<file path="src/csr_pkg.sv">
package csr_pkg;

  // ----------------------------------------------------------------
  // register indices (byte address is four times the index)
  // ----------------------------------------------------------------
  localparam logic [7:0] IDX_PC_LOW     = 8'h06;
  localparam logic [7:0] IDX_TBL_LOW    = 8'h07;
  localparam logic [7:0] IDX_TBL_LATCH  = 8'h08;
  localparam logic [7:0] IDX_TBL_HIGH   = 8'h09;
  localparam logic [7:0] IDX_STATUS     = 8'h0A;
  localparam logic [7:0] IDX_BANK       = 8'h0B;
  localparam logic [7:0] IDX_UNLOCK     = 8'h55;
  localparam int         ADDR_W         = 10;

  // ----------------------------------------------------------------
  // status field positions
  // ----------------------------------------------------------------
  localparam int ST_CARRY  = 0;
  localparam int ST_HALF   = 1;
  localparam int ST_ZERO   = 2;
  localparam int ST_WRAP   = 3;
  localparam int ST_PDOWN  = 4;
  localparam int ST_WDTO   = 5;
  localparam int ST_CHAIN  = 6;
  localparam int ST_SIGNED = 7;

  // ----------------------------------------------------------------
  // values and counts
  // ----------------------------------------------------------------
  localparam logic [7:0]  RESET_BYTE    = 8'h00;
  localparam logic [23:0] PAD_ZERO      = 24'h000000;
  localparam logic [6:0]  BANK_PAD      = 7'h00;
  localparam logic [7:0]  UNLOCK_FIRST  = 8'h55;
  localparam logic [7:0]  UNLOCK_SECOND = 8'hAA;
  localparam logic [2:0]  LIRC_PERIODS  = 3'h4;
  localparam logic [7:0]  LAST_PAGE     = 8'h3F;
  localparam logic [7:0]  OPT_WIN_BASE  = 8'hC0;
  localparam logic [9:0]  OPT_PAD       = 10'h000;

  // one-hot alu operation classes
  typedef enum logic [6:0] {
    OP_ADD   = 7'h01,
    OP_ADC   = 7'h02,
    OP_SUB   = 7'h04,
    OP_SBC   = 7'h08,
    OP_LOGIC = 7'h10,
    OP_RRC   = 7'h20,
    OP_RLC   = 7'h40
  } csr_alu_op_t;

  // one-hot unlock pattern states
  typedef enum logic [1:0] {
    UNL_FIRST  = 2'h1,
    UNL_SECOND = 2'h2
  } csr_unlock_t;

  // byte address of a register index
  function automatic logic [ADDR_W-1:0] reg_addr(input logic [7:0] idx);
    return {idx, 2'b00};
  endfunction

endpackage

</file>
<file path="src/csr_special_regs.sv">
// Implementation choices: register access over APB and the register offsets.
`timescale 1ns/10ps
// Summary of operation
// - bank bit picks jump/call program bank
// - bank register bits 7..1 read zero
// - low pc write jumps in page, dummy cycle
// - table read: high byte latched, low delivered
// - 55h then aah consecutively enables mapping
// - mapped last page c0..ff reads option memory
// - mapping ends after four slow oscillator periods
// - each new pattern restarts the mapping timer
// - wake from idle or sleep clears unlock
// - status writes keep timeout and power-down flags
// - carry from add, no borrow, rotates
// - half carry from low nibble
// - zero flag on zero result
// - overflow when msb carries in xor out
// - power-down: cleared clear-wdt/reset, set halt
// - timeout: cleared reset/clear/halt, set by watchdog
// - signed flag is overflow xor result msb
// - status never saved automatically
// - no direct register-to-register path
module csr_special_regs
  import csr_pkg::*;
(
  // clock and reset
  input  wire logic              pclk,
  input  wire logic              presetn,
  // apb slave
  input  wire logic [ADDR_W-1:0] paddr,
  input  wire logic              psel,
  input  wire logic              penable,
  input  wire logic              pwrite,
  input  wire logic [31:0]       pwdata,
  output logic      [31:0]       prdata,
  output logic                   pready,
  output logic                   pslverr,
  // core events
  input  wire logic              alu_valid,
  input  wire csr_alu_op_t       alu_op,
  input  wire logic [7:0]        alu_a,
  input  wire logic [7:0]        alu_b,
  input  wire logic              watchdog_clear_instr,
  input  wire logic              halt_instr,
  input  wire logic              watchdog_timeout,
  input  wire logic              wake_event,
  input  wire logic              lirc_tick,
  // branch target
  input  wire logic              branch_req,
  input  wire logic [12:0]       branch_addr,
  output logic                   branch_valid,
  output logic      [13:0]       branch_target,
  output logic                   program_bank_select,
  // low pc jump
  output logic                   pc_load,
  output logic      [7:0]        pc_load_target,
  output logic                   pc_dummy,
  // table read
  input  wire logic              table_read_instr,
  input  wire logic              table_read_last_page,
  input  wire logic [15:0]       fetch_data,
  output logic                   fetch_req,
  output logic                   fetch_option,
  output logic      [15:0]       fetch_addr,
  output logic                   table_low_valid,
  output logic      [7:0]        table_low_data,
  // state
  output logic                   option_map_active,
  output logic      [7:0]        status_flags
);

  // ----------------------------------------------------------------
  // storage
  // ----------------------------------------------------------------
  logic [7:0]  pc_low_byte;       // last value written to low pc
  logic [7:0]  table_ptr_low;     // table pointer, low byte
  logic [7:0]  table_ptr_high;    // table pointer, high byte
  logic [7:0]  table_high_latch;  // upper byte of last table read
  logic [7:0]  option_map_unlock; // unlock register contents
  csr_unlock_t unl_state;         // pattern detector
  logic [2:0]  map_ticks;         // slow periods since unlock
  logic        fetch_wait;        // program word arrives this cycle

  // ----------------------------------------------------------------
  // apb decode
  // ----------------------------------------------------------------
  wire       setup    = psel & ~penable;
  wire       access   = psel & penable & pready;
  wire       wr_done  = access & pwrite;
  wire [7:0] wbyte    = pwdata[7:0];
  wire       hit_pcl  = (paddr == reg_addr(IDX_PC_LOW));
  wire       hit_tbl  = (paddr == reg_addr(IDX_TBL_LOW));
  wire       hit_tbh  = (paddr == reg_addr(IDX_TBL_HIGH));
  wire       hit_lat  = (paddr == reg_addr(IDX_TBL_LATCH));
  wire       hit_st   = (paddr == reg_addr(IDX_STATUS));
  wire       hit_bank = (paddr == reg_addr(IDX_BANK));
  wire       hit_unl  = (paddr == reg_addr(IDX_UNLOCK));
  wire       mapped   = hit_pcl | hit_tbl | hit_tbh | hit_lat |
                        hit_st | hit_bank | hit_unl;

  // write strobes, one per register except the read-only table latch
  wire wr_pcl  = wr_done & hit_pcl;
  wire wr_tbl  = wr_done & hit_tbl;
  wire wr_tbh  = wr_done & hit_tbh;
  wire wr_st   = wr_done & hit_st;
  wire wr_bank = wr_done & hit_bank;
  wire wr_unl  = wr_done & hit_unl;

  // read mux; bytes only leave through the bus, never reg to reg
  wire [7:0] rd_byte =
    hit_pcl  ? pc_low_byte :
    hit_tbl  ? table_ptr_low :
    hit_tbh  ? table_ptr_high :
    hit_lat  ? table_high_latch :
    hit_st   ? status_flags :
    hit_bank ? {BANK_PAD, program_bank_select} :
    hit_unl  ? option_map_unlock : RESET_BYTE;

  // ----------------------------------------------------------------
  // apb answer: one access cycle, no wait states
  // ----------------------------------------------------------------
  always_ff @(posedge pclk or negedge presetn) begin
    if (!presetn) begin
      pready  <= 1'b0;
      pslverr <= 1'b0;
      prdata  <= 32'h00000000;
    end else begin
      pready  <= setup;
      pslverr <= setup & ~mapped;
      prdata  <= (setup & ~pwrite) ? {PAD_ZERO, rd_byte} : 32'h00000000;
    end
  end

  // ----------------------------------------------------------------
  // bank select and branch target
  // ----------------------------------------------------------------
  always_ff @(posedge pclk or negedge presetn) begin
    if (!presetn) begin
      program_bank_select <= 1'b0;
      branch_valid        <= 1'b0;
      branch_target       <= 14'h0000;
    end else begin
      // only bit 0 is stored
      if (wr_bank) begin
        program_bank_select <= wbyte[0];
      end
      branch_valid <= branch_req;
      // bank bit becomes the top target bit
      if (branch_req) begin
        branch_target <= {program_bank_select, branch_addr};
      end
    end
  end

  // ----------------------------------------------------------------
  // low pc jump with its dummy cycle
  // ----------------------------------------------------------------
  always_ff @(posedge pclk or negedge presetn) begin
    if (!presetn) begin
      pc_low_byte    <= RESET_BYTE;
      pc_load        <= 1'b0;
      pc_load_target <= RESET_BYTE;
      pc_dummy       <= 1'b0;
    end else begin
      // only the low byte moves, so page stays put
      pc_load  <= wr_pcl;
      pc_dummy <= pc_load;
      if (wr_pcl) begin
        pc_low_byte    <= wbyte;
        pc_load_target <= wbyte;
      end
    end
  end

  // ----------------------------------------------------------------
  // unlock pattern detector
  // ----------------------------------------------------------------
  // second value must be the very next bus transfer
  wire pattern_ok = wr_unl & (wbyte == UNLOCK_SECOND) &
                    (unl_state == UNL_SECOND);
  wire first_seen = wr_unl & (wbyte == UNLOCK_FIRST);
  csr_unlock_t next_unl_state;

  always_comb begin
    next_unl_state = unl_state;
    if (wake_event) begin
      next_unl_state = UNL_FIRST;
    end else if (access) begin
      // any other transfer breaks the pattern
      next_unl_state = first_seen ? UNL_SECOND : UNL_FIRST;
    end
  end

  always_ff @(posedge pclk or negedge presetn) begin
    if (!presetn) begin
      unl_state         <= UNL_FIRST;
      option_map_unlock <= RESET_BYTE;
    end else begin
      unl_state <= next_unl_state;
      // wakeup clears even a write in the same cycle
      if (wake_event) begin
        option_map_unlock <= RESET_BYTE;
      end else if (wr_unl) begin
        option_map_unlock <= wbyte;
      end
    end
  end

  // ----------------------------------------------------------------
  // mapping window timer
  // ----------------------------------------------------------------
  wire map_expire = option_map_active & lirc_tick &
                    (map_ticks == LIRC_PERIODS - 3'h1);

  always_ff @(posedge pclk or negedge presetn) begin
    if (!presetn) begin
      option_map_active <= 1'b0;
      map_ticks         <= 3'h0;
    end else if (pattern_ok) begin
      // fresh pattern starts the count again
      option_map_active <= 1'b1;
      map_ticks         <= 3'h0;
    end else if (map_expire) begin
      option_map_active <= 1'b0;
      map_ticks         <= 3'h0;
    end else if (option_map_active & lirc_tick) begin
      map_ticks <= map_ticks + 3'h1;
    end
  end

  // ----------------------------------------------------------------
  // table read
  // ----------------------------------------------------------------
  wire       tbl_go   = table_read_instr | table_read_last_page;
  wire [7:0] tbl_page = table_read_last_page ? LAST_PAGE : table_ptr_high;
  // last page top quarter swaps to option memory
  wire       in_win   = option_map_active & (tbl_page == LAST_PAGE) &
                        (table_ptr_low >= OPT_WIN_BASE);
  wire [15:0] tbl_addr = in_win ? {OPT_PAD, table_ptr_low[5:0]}
                                : {tbl_page, table_ptr_low};

  // pointer registers, written by software only
  always_ff @(posedge pclk or negedge presetn) begin
    if (!presetn) begin
      table_ptr_low  <= RESET_BYTE;
      table_ptr_high <= RESET_BYTE;
    end else begin
      if (wr_tbl) begin
        table_ptr_low <= wbyte;
      end
      if (wr_tbh) begin
        table_ptr_high <= wbyte;
      end
    end
  end

  // request, then word arrives one cycle later
  always_ff @(posedge pclk or negedge presetn) begin
    if (!presetn) begin
      fetch_req        <= 1'b0;
      fetch_option     <= 1'b0;
      fetch_addr       <= 16'h0000;
      fetch_wait       <= 1'b0;
      table_low_valid  <= 1'b0;
      table_low_data   <= RESET_BYTE;
      table_high_latch <= RESET_BYTE;
    end else begin
      fetch_req       <= tbl_go;
      fetch_wait      <= fetch_req;
      table_low_valid <= fetch_wait;
      if (tbl_go) begin
        fetch_addr   <= tbl_addr;
        fetch_option <= in_win;
      end
      // split the word: high kept here, low handed on
      if (fetch_wait) begin
        table_high_latch <= fetch_data[15:8];
        table_low_data   <= fetch_data[7:0];
      end
    end
  end

  // ----------------------------------------------------------------
  // status register
  // ----------------------------------------------------------------
  logic [7:0] sw_status;   // after a software write
  logic [7:0] alu_status;  // after the alu update
  logic [7:0] next_status; // after system events

  // software cannot touch timeout or power-down
  always_comb begin
    sw_status = status_flags;
    if (wr_st) begin
      sw_status            = wbyte;
      sw_status[ST_WDTO]   = status_flags[ST_WDTO];
      sw_status[ST_PDOWN]  = status_flags[ST_PDOWN];
    end
  end

  // alu flags, applied over a same-cycle write
  csr_flag_calc u_flags (
    .op  (alu_op),
    .opa (alu_a),
    .opb (alu_b),
    .cur (sw_status),
    .nxt (alu_status)
  );

  // system events; timeout set wins over clears
  always_comb begin
    next_status = alu_valid ? alu_status : sw_status;
    if (watchdog_clear_instr) begin
      next_status[ST_PDOWN] = 1'b0;
      next_status[ST_WDTO]  = 1'b0;
    end
    if (halt_instr) begin
      next_status[ST_PDOWN] = 1'b1;
      next_status[ST_WDTO]  = 1'b0;
    end
    if (watchdog_timeout) begin
      next_status[ST_WDTO]  = 1'b1;
    end
  end

  // plain register: no stack copy on call or interrupt
  always_ff @(posedge pclk or negedge presetn) begin
    if (!presetn) begin
      status_flags <= RESET_BYTE;
    end else begin
      status_flags <= next_status;
    end
  end
endmodule

</file>
<file path="src/csr_flag_calc.sv">
`timescale 1ns/10ps
module csr_flag_calc
  import csr_pkg::*;
(
  // operation
  input  wire csr_alu_op_t op,
  input  wire logic [7:0]  opa,
  input  wire logic [7:0]  opb,
  // flags
  input  wire logic [7:0]  cur,
  output logic      [7:0]  nxt
);

  // ----------------------------------------------------------------
  // adder
  // ----------------------------------------------------------------
  logic       is_sub;   // subtract classes invert b
  logic [7:0] opb_eff;  // b as fed to the adder
  logic       cin;      // carry into bit 0
  logic [8:0] sum;      // full result with carry out
  logic [4:0] nib;      // low nibble with its carry
  logic [7:0] low7;     // bits 6..0 with carry into msb

  assign is_sub  = (op == OP_SUB) || (op == OP_SBC);
  assign opb_eff = is_sub ? ~opb : opb;
  // sub takes no borrow in; adc/sbc chain on carry
  assign cin     = (op == OP_SUB) ||
                   (((op == OP_ADC) || (op == OP_SBC)) && cur[ST_CARRY]);
  assign sum     = {1'b0, opa} + {1'b0, opb_eff} + {8'h00, cin};
  assign nib     = {1'b0, opa[3:0]} + {1'b0, opb_eff[3:0]} + {4'h0, cin};
  assign low7    = {1'b0, opa[6:0]} + {1'b0, opb_eff[6:0]} + {7'h00, cin};

  // ----------------------------------------------------------------
  // flag update
  // ----------------------------------------------------------------
  always_comb begin
    nxt = cur;
    unique case (op)
      OP_ADD, OP_ADC, OP_SUB, OP_SBC: begin
        nxt[ST_CARRY]  = sum[8];
        nxt[ST_HALF]   = nib[4];
        nxt[ST_ZERO]   = (sum[7:0] == RESET_BYTE);
        nxt[ST_WRAP]   = low7[7] ^ sum[8];
        nxt[ST_SIGNED] = low7[7] ^ sum[8] ^ sum[7];
        if (op == OP_SUB) begin
          nxt[ST_CHAIN] = (sum[7:0] == RESET_BYTE);
        end else if (op == OP_SBC) begin
          nxt[ST_CHAIN] = cur[ST_CHAIN] & (sum[7:0] == RESET_BYTE);
        end
      end
      // logic ops bring their result on opb
      OP_LOGIC: nxt[ST_ZERO]  = (opb == RESET_BYTE);
      OP_RRC:   nxt[ST_CARRY] = opa[0];
      OP_RLC:   nxt[ST_CARRY] = opa[7];
      default:  nxt = cur;
    endcase
  end

endmodule

</file>
<file path="config.mk">
export PLATFORM = sky130hd
export DESIGN_NAME = csr_special_regs
export DESIGN_NICKNAME = d
export VERILOG_FILES = /design/src/csr_pkg.sv /design/src/csr_special_regs.sv /design/src/csr_flag_calc.sv
export SDC_FILE = /design/constraint.sdc
export NUM_CORES = 1
export LEC_CHECK = 0
export ABC_AREA = 1
export BUFFER_PORTS_ARGS = -buffer_cell sky130_fd_sc_hd__buf_2
export CORE_AREA = 4 4 150 94
export DETAILED_ROUTE_END_ITERATION = 8
export DIE_AREA = 0 0 154 98
export MAX_ROUTING_LAYER = met4
export PLACE_DENSITY = 0.75
export SLEW_MARGIN = 20
export SYNTH_ARGS = -nofsm -noshare
export SYNTH_HDL_FRONTEND = slang
export SYNTH_SLANG_ARGS = --single-unit
export TNS_END_PERCENT = 30
</file>
<file path="constraint.sdc">
create_clock -name pclk -period 3.3 [get_ports pclk]
set_clock_uncertainty 0.2 [all_clocks]
set_input_delay 0.33 -clock pclk [delete_from_list [all_inputs] [get_ports pclk]]
set_output_delay 0.33 -clock pclk [all_outputs]
set_load 0.1 [all_outputs]
</file>
==> results.md, run 1 <==
- By area, the combinational part of the netlist is dominated by simple AND/OR/NAND/NOR gates.
- Of the total power, the clock network draws between 30% and 40%.
- The die is 154 µm wide.
- The global route total overflow is 0.
- The number of port buffers is 155.
- For the pin with the worst max-slew slack, the measured transition is between 0.7 and 0.8 ns.
- For the worst setup path, the data required time is roughly 3.4 ns.
- The overall routed net length is approximately 15 mm.
- The first-iteration detailed-routing DRC count is approximately 310.
- The clock net in this run drives a total of 110 sinks.
- The highest fanout seen on the critical path is 11.
- The register with the most flip-flops in the layout has 16 of them.
- For this configuration, the core starts out at a cell density of 45.4%.
- The CTS H-tree depth is 3.
- The headroom to the max-slew limit is 50.8%.
- Final hold analysis gives a worst-case slack of -0.000428 ns.
- The number of violations of the max-capacitance limit is 0.
- Summing the areas of all xor and xnor instances in the mapped netlist gives 1.52% of the synthesized area.
- The checks that failed: hold timing.
- Entering global routing, the biggest net connects 57 pins.
- The clock tree root driver cell is clkbuf_16.
- The number of rows in the core area is 32.
- The number of endpoints with negative hold slack in the final report is 1.
- The number of pins with negative max-slew slack in the final report is 0.
- The critical path launch point type is a flop.
- The internal power of the cells totals 2.26 mW.
- The most critical setup path has its endpoint at status_flags[6].
- The synthesized netlist occupies a cell area of just under 6000 µm².
- dfrtp_1 takes more of the synthesized area than any other cell.
- The clock tree from TritonCTS is built.
- The fraction of the yosys area taken by sequential cells is 47.8%.
- The mux cell area share after synthesis is approximately 4.7%.
- The number of cells in the design after placement is 980.
- For this run, the detailed router's first-pass iteration total came to 5.
- Counting flops per register, the top entry is fetch_addr.
- Summed over all nets, the half-perimeter wirelength after detailed placement is 11.9 mm.
- The final non-filler cell total is 1,006.
- Global routing used between 20% and 30% of the available tracks across all layers.
- The number of antenna diodes in the final layout is 0.
- The number of buffers on the longest clock path is 2.
- The full die area is 15,100 µm².
- After detailed routing, the number of remaining DRC violations is 0.
- The count of synthesis-stage warnings from yosys is 0.
- The count of nets left with antenna violations once routing finished came out at 0.
- Data arrives at the worst endpoint at 3.07 ns.
- The count of endpoints failing setup in the final report is 0.
- The highest achievable clock rate is 335 MHz.
- Dividing the detail-routed via count by the number of cells gives 4.88.
- The run finished, with violations left.
- For this design the static power due to leakage is 3.67 nW.
- The synthesized design devotes to its leading area cell type 47.3% of total area.
- The synthesized netlist devotes 2.43% of its cell area to adder and majority cells.
- The count of cell types in the netlist is 48.
- The clock period could shrink to 2.99 ns.
- Setup repair after global routing left no endpoint under its margin.
- Setup slack on the worst reg-to-reg path comes out at 0.31 ns.
- By area the synthesized netlist is led by dfrtp_1 47%, nand2_1 9.5%, inv_1 4.6%, mux2_2 4.5%, o21ai_0 3.5%.
- The type of the worst setup path is flop to flop.
- The post-synthesis simple-gate area fraction is 21.9%.
- The worst setup path is captured at a flop.
- The portion of the clock cycle consumed by the worst path in the final layout is 90.6%.
- The switching fraction of total power is 36.1%.
- Clock tree synthesis inserted a total of 9 buffers.
- The class of the tightest hold or removal check is input port to flop.
- Counting every instance in the synthesized netlist gives 655.
- The ratio of cells with drive above 1 in the final layout is 30.4%.
- The congestion estimate from routability-driven global placement came to 0.990.
- The power spent charging and discharging nets is about 1.3 mW.
- The end of the worst register-to-register path is status_flags[6].
- In this run the count of I/O pins placed on the die edge is 204.
- The number of global-route vias before repair is 4,595.
- The mean cell area of the mapped netlist is 8.80 µm².
- The total via count after detailed routing is between 4,000 and 5,000.
- Synthesis inferred 110 register bits.
- The share of power burned in combinational logic is between 20% and 30%.
- Sequential cells burn 41.0% of the power.
- The first global-routing pass estimated 24.3 mm of wire.
- The path depth of the worst reg2reg path is 18.
- The vertical extent of the die is a little under 100 µm.
- The clock network latency to the later pin of the worst-skew pair is 0.35 ns.
- The worst-case IR drop observed on VDD is approximately 0.00023 V.
- The first element of the critical path is pready.
- Clock-pin slew was measured on the worst setup and hold paths at 0.07 ns.
- Dividing the detail-routed wire length by the instance count gives approximately 15 µm.
- Once layout is complete, the utilization of the core stands at 56.0%.
- The power density relative to cell area is 497 nW/µm².
- The synthesized-area fraction occupied by ao, oa, aoi and oai cells is 12.2%.
- The worst register-to-register path begins at pready.
- The number of antenna violations at the first check in global routing is 0.
- The net count reported at finish is between 900 and 1,000.
- The growth of design area from synthesis to finish is 23.4%.
- In the final layout, the registers with the most flip-flops are fetch_addr x16, branch_target x14.
- The core region area is 12,700 µm².
[worst max-delay path, cell delays in order (launching register included)]
cell and delay (ns):
dfrtp_2 0.41, nand3_2 0.11, nor2_4 0.05, nand2_4 0.06
buf_4 0.15, nand2_1 0.05, o21ai_1 0.10, o22ai_1 0.12
fa_2 0.39, fa_2 0.37, inv_1 0.13, nand3_1 0.11
nand2_1 0.13, nand2_1 0.06, nand2_1 0.08, nand3_1 0.08
nor2_1 0.08, nand3_1 0.09, a21oi_1 0.13
[metal layers]
| layer | global-route usage (%) | routed length [µm] |
|---|---|---|
| met1 | 31.1 | 7450 |
| met2 | 29.4 | 6480 |
| met3 | 4.87 | 1050 |
| met4 | 3.19 | 146 |
| met5 | - | 0 |
[area by class of cell]
class	count	area [µm²]
Clock buffer	10	229
Clock inverter	6	92.6
Fill cell	1188	5580
Inverter	75	283
Multi-Input combinational cell	457	2560
Sequential cell	110	2760
Tap cell	170	213
Timing Repair Buffer	178	976
[cells by family after synthesis]
family          count (synthesis)
fa+ha+maj                      10
compound gates                117
simple gates                  272
other cells                     1
mux                            24
buf+inv                       111
flops                         110
xor+xnor                       10
[cell usage after synthesis, drive strengths merged]
master	number
o211a	1
mux2i	1
o21a	2
clkinv	2
o22ai	7
ha	8
buf	32
o211ai	9
nor4b	1
nor2	58
nand3b	2
o21ai	62
or2	2
fa	2
nor3	12
xnor2	7
conb	1
nand2	151
nand3	31
dfstp	1
nand4	11
inv	73
o31ai	2
nor4	4
xor2	3
a21oi	31
mux2	23
clkbuf	4
a21o	3
dfrtp	109
[layout by cell type, fill, tap and decap left out, types with 3 or more instances in the layout]
cell / instances
clkbuf_16: 9
nand2_1: 146
mux2_2: 23
conb_1: 24
nor2_2: 5
dlygate4sd3_1: 10
nand3_1: 25
dfrtp_1: 108
buf_2: 154
nor3_1: 10
inv_1: 70
o21ai_1: 6
o21ai_2: 16
a21oi_1: 30
ha_1: 8
xor2_1: 3
a21o_1: 3
nor2_4: 3
o21ai_0: 40
inv_2: 3
nand2_4: 3
xnor2_1: 7
nand3_2: 4
nor2_1: 49
buf_4: 14
o211ai_1: 9
o22ai_1: 7
nor4_1: 4
nand4_1: 11
[worst min path at each step]
stage                         startpoint             endpoint  slack (ns)  cells past startpoint
after detailed placement       fetch_req           fetch_wait        0.16                      0
after CTS                 fetch_data[12]  table_high_latch[4]      0.0004                      2
after floorplan                  presetn     branch_target[0]       -0.17                      0
final                      fetch_data[9]  table_high_latch[1]     -0.0004                      3
after global placement         fetch_req           fetch_wait        0.16                      0
after global routing       fetch_data[6]    table_low_data[6]      0.0008                      2
[power by group through the flow]
stage	sequential [mW]	clock, mW	combinational [mW]
final	1.45	1.17	0.917
after global routing	1.46	1.25	0.969
after CTS	1.45	1.19	0.920
after detailed placement	1.48	0	0.910
after global placement	1.48	0	0.904
after floorplan	1.85	0	0.340
[repair_timing]
action	4_1_cts	5_1_grt
hold buffers	10	0
endpoints found under the setup margin	0	5
resized for setup	0	3
endpoints found under the hold margin	61	0
buffers inserted	0	0
[metrics by stage]
step	setup TNS, ns	area [µm²]	setup WS [ns]	power (mW)
6_report	0	7110	0.312	3.54
5_1_grt	0	7110	0.0200	3.68
4_1_cts	0	7100	0.129	3.56
3_5_place_dp	-0.0649	6680	-0.0338	2.39
3_3_place_gp	0	6680	0.116	2.38
2_1_floorplan	0	5850	0.152	2.19
Power figures use the tool's default switching activity.
==> inputs of run 2 (changes only) <==
--- a/config.mk
+++ b/config.mk
@@ -7,11 +7,13 @@
 export LEC_CHECK = 0
 export ABC_AREA = 1
 export BUFFER_PORTS_ARGS = -buffer_cell sky130_fd_sc_hd__buf_2
-export CORE_AREA = 4 4 150 94
+export CELL_PAD_IN_SITES_DETAIL_PLACEMENT = 0
+export CELL_PAD_IN_SITES_GLOBAL_PLACEMENT = 2
+export CORE_AREA = 4 4 188 117
 export DETAILED_ROUTE_END_ITERATION = 8
-export DIE_AREA = 0 0 154 98
+export DIE_AREA = 0 0 192 121
 export MAX_ROUTING_LAYER = met4
-export PLACE_DENSITY = 0.75
+export PLACE_DENSITY = 0.81
 export SLEW_MARGIN = 20
 export SYNTH_ARGS = -nofsm -noshare
 export SYNTH_HDL_FRONTEND = slang
==> run 2 against run 1 <==
Against the previous run:
- core utilization shrank 20 points
- the run now ends clean
- combinational power grew 4.1%
- sequential cell count is the same
- wire length grew 19%
==> results.md, run 2 (synthesized netlist as in run 1, its figures left out) <==
- The clock tree from TritonCTS is built.
- The floorplan has between 40 and 50 rows.
- The detailed-route wire length per cell is approximately 16 µm.
- The global-route track usage on met2 is 20.4%.
- The number of pins with negative max-slew slack in the final report is 0.
- The register with the most flip-flops in the layout has 16 of them.
- The number of buffers created by CTS is 9.
- The vertical extent of the die is 121 µm.
- The type of the worst setup path is flop to flop.
- During I/O placement, the number of pins put on the boundary was 204.
- The internal power of the cells totals 2.29 mW.
- The worst setup slack for register-to-register paths is 0.29 ns.
- The initial core utilization is roughly 28%.
- Global routing finished with a remaining overflow of 0.
- The switching fraction of total power is between 30 and 40%.
- The highest fanout seen on the critical path is 3.
- In this run the standard cell core region covers between 20,000 and 25,000 µm².
- The number of antenna-violating nets in the routed design is 0.
- Data on the critical path is required at its endpoint by 3.35 ns.
- Global routing consumed, on the met1 layer, 26.2% of the routing resources.
- The critical path launch point type is a flop.
- After detailed routing, the total wire length is 18.1 mm.
- fetch_addr holds more flip-flops than any other register.
- The total via count after detailed routing is 5,010.
- For the worst-skew pair, the clock arrives at the later sink with an insertion delay of 0.36 ns.
- Static timing analysis puts the maximum clock frequency at 332 MHz.
- The die width is 192 µm.
- In this run, the number of DRC markers left after iteration 0 of detailed routing was 306.
- Setup repair after global routing left no endpoint under its margin.
- The overall fraction of global-route tracks in use is approximately 16%.
- The CTS H-tree depth is 3.
- The clock transition time at the flip-flop clock pins of the worst setup and hold paths is about 0.08 ns.
- In the layout the commonest cells are 154 x buf_2, 146 x nand2_1, 108 x dfrtp_1.
- At the worst endpoint, the arrival time is 3.06 ns.
- The HPWL after detailed placement is 14.2 mm.
- The number of buffers on the longest clock path is 2.
- Once placement completed, the tool counted placed cells totaling 1,091.
- The clock network power share is 33.8%.
- The layer flagged by global routing as most heavily used is met1.
- The number of antenna violations at the first check in global routing was 1.
- The number of clock sinks is 110.
- The post-detailed-route via-to-cell ratio is 4.41.
- The number of endpoints with negative hold slack in the final report is 0.
- Max-cap violations in this run came to 0.
- The net count reported at finish is slightly below 1,000.
- The power spent charging and discharging nets is 1.34 mW.
- The met3 usage is 4.63%.
- The number of global-route vias before repair is 5,074.
- The clock tree root driver cell is clkbuf_16.
- Setup violations remaining at the end of the flow were counted as 0.
- The power density relative to cell area is ~500 nW/µm².
- In the final layout, the registers with the most flip-flops are fetch_addr x16, branch_target x14.
- In this run the cell area measured after placement is 6850 µm².
- For the pin with the worst max-slew slack, the measured transition is 0.741 ns.
- The post-CTS setup buffer count is 0.
- The die covers 23,200 µm².
- The growth of design area from synthesis to finish is 29.6%.
- The pre-antenna-repair detailed-routing pass consisted of 4 iterations.
- With fillers left out, the area of the finished cells amounts to ~7500 µm².
- The largest net degree at the start of global routing is 66.
- The library cell used most frequently in the layout, excluding fill and tap cells, is buf_2.
- The portion of the clock cycle consumed by the worst path in the final layout is 91.3%.
- At the end of routability-driven placement, the weighted congestion stood at 0.848.
- Excluding fillers, the count of instances in the completed layout stands at approximately 1,100.
- The DRC violation count after routing is 0.
- The flow ran to the end, and the final reports show no timing, DRC or antenna violations.
- The number of fill cells is 2,158.
- The first-pass GRT wire length is 28.4 mm.
- IR analysis of the VDD net gives a maximum drop of 0.000246 V.
- The number of port buffers is 155.
- The share of power burned in combinational logic is 26.3%.
- In this run the static leakage power is 3.77 nW.
- The headroom to the max-slew limit is 50.6%.
- The worst path needs 3.01 ns of the cycle, external delays included.
- The min-delay analysis places its worst path in the category input port to flop.
- The sequential cell fraction of total power is 39.9%.
- The ratio of cells with drive above 1 in the final layout is between 20% and 30%.
- The type of element capturing the critical path is a flop.
- Summed over all failing endpoints, the final setup total negative slack is 0 ns.
run 2: cell type report:
type / instances / area (µm²) / share of cell area, %
diodes: 1 / 2.50 / 0.0335
clock buffers: 9 / 225 / 3.01
clock inverters: 7 / 115 / 1.54
inverters: 75 / 283 / 3.78
multi-input cells: 457 / 2560 / 34.2
flip-flops and latches: 110 / 2760 / 36.9
well taps: 279 / 349 / 4.67
repair buffers: 198 / 1180 / 15.8
run 2: path summary, 6_finish.rpt:
kind	cells after the start	from	end
worst max-delay path	15	pready	status_flags[7]
worst max register to register	15	pready	status_flags[7]
worst min register to register	0	fetch_req	fetch_wait
max in group asynchronous	3	presetn	unl_state[0]
worst min-delay path	3	table_read_instr	fetch_addr[14]
min in group asynchronous	2	presetn	table_low_valid
run 2: worst max-delay path, stage by stage (launching register included):
cell and delay, ns:
dfrtp_2 0.36, nand3_1 0.18, nor2_4 0.22, nand2_4 0.07
o21ai_2 0.14, o22ai_1 0.10, fa_1 0.41, fa_1 0.40
inv_1 0.10, nand3_1 0.09, nand2_1 0.13, a21oi_1 0.10
inv_1 0.15, nand2_1 0.06, o21ai_0 0.10, a21oi_2 0.07
run 2: metal layers:
layer | vias to the layer above | wire, µm | share of wire [%]
met5 | - | 0 | 0
met1 | 2355 | 9920 | 55
met4 | 0 | 72 | 0.40
met2 | 139 | 6730 | 37
li1 | 2507 | - | -
met3 | 9 | 1330 | 7.4
run 2: timing repair:
action / 4_1_cts / 5_1_grt
endpoints found under the setup margin: 0 / 3
resized for setup: 0 / 1
endpoints found under the hold margin: 45 / 1
hold buffers: 27 / 1
run 2: power groups by stage:
stage	Clock (mW)	Combinational (mW)	Sequential, mW
detailed placement	0	0.933	1.48
global placement	0	0.931	1.48
global route	1.33	1.02	1.46
CTS	1.27	0.960	1.45
finish	1.23	0.955	1.45
floorplan	0	0.340	1.85
run 2: stage by stage:
stage          power (mW)  hold WS [ns]  utilization (%)  setup WS, ns
2_1_floorplan        2.19        -0.166                -         0.152
3_3_place_gp         2.41        0.0484             33.4         0.120
3_5_place_dp         2.41        0.0520             33.4        0.0641
4_1_cts              3.68      0.000694             36.4         0.178
5_1_grt              3.81       0.00415             36.5       0.00426
6_report             3.63       0.00961             36.5         0.287
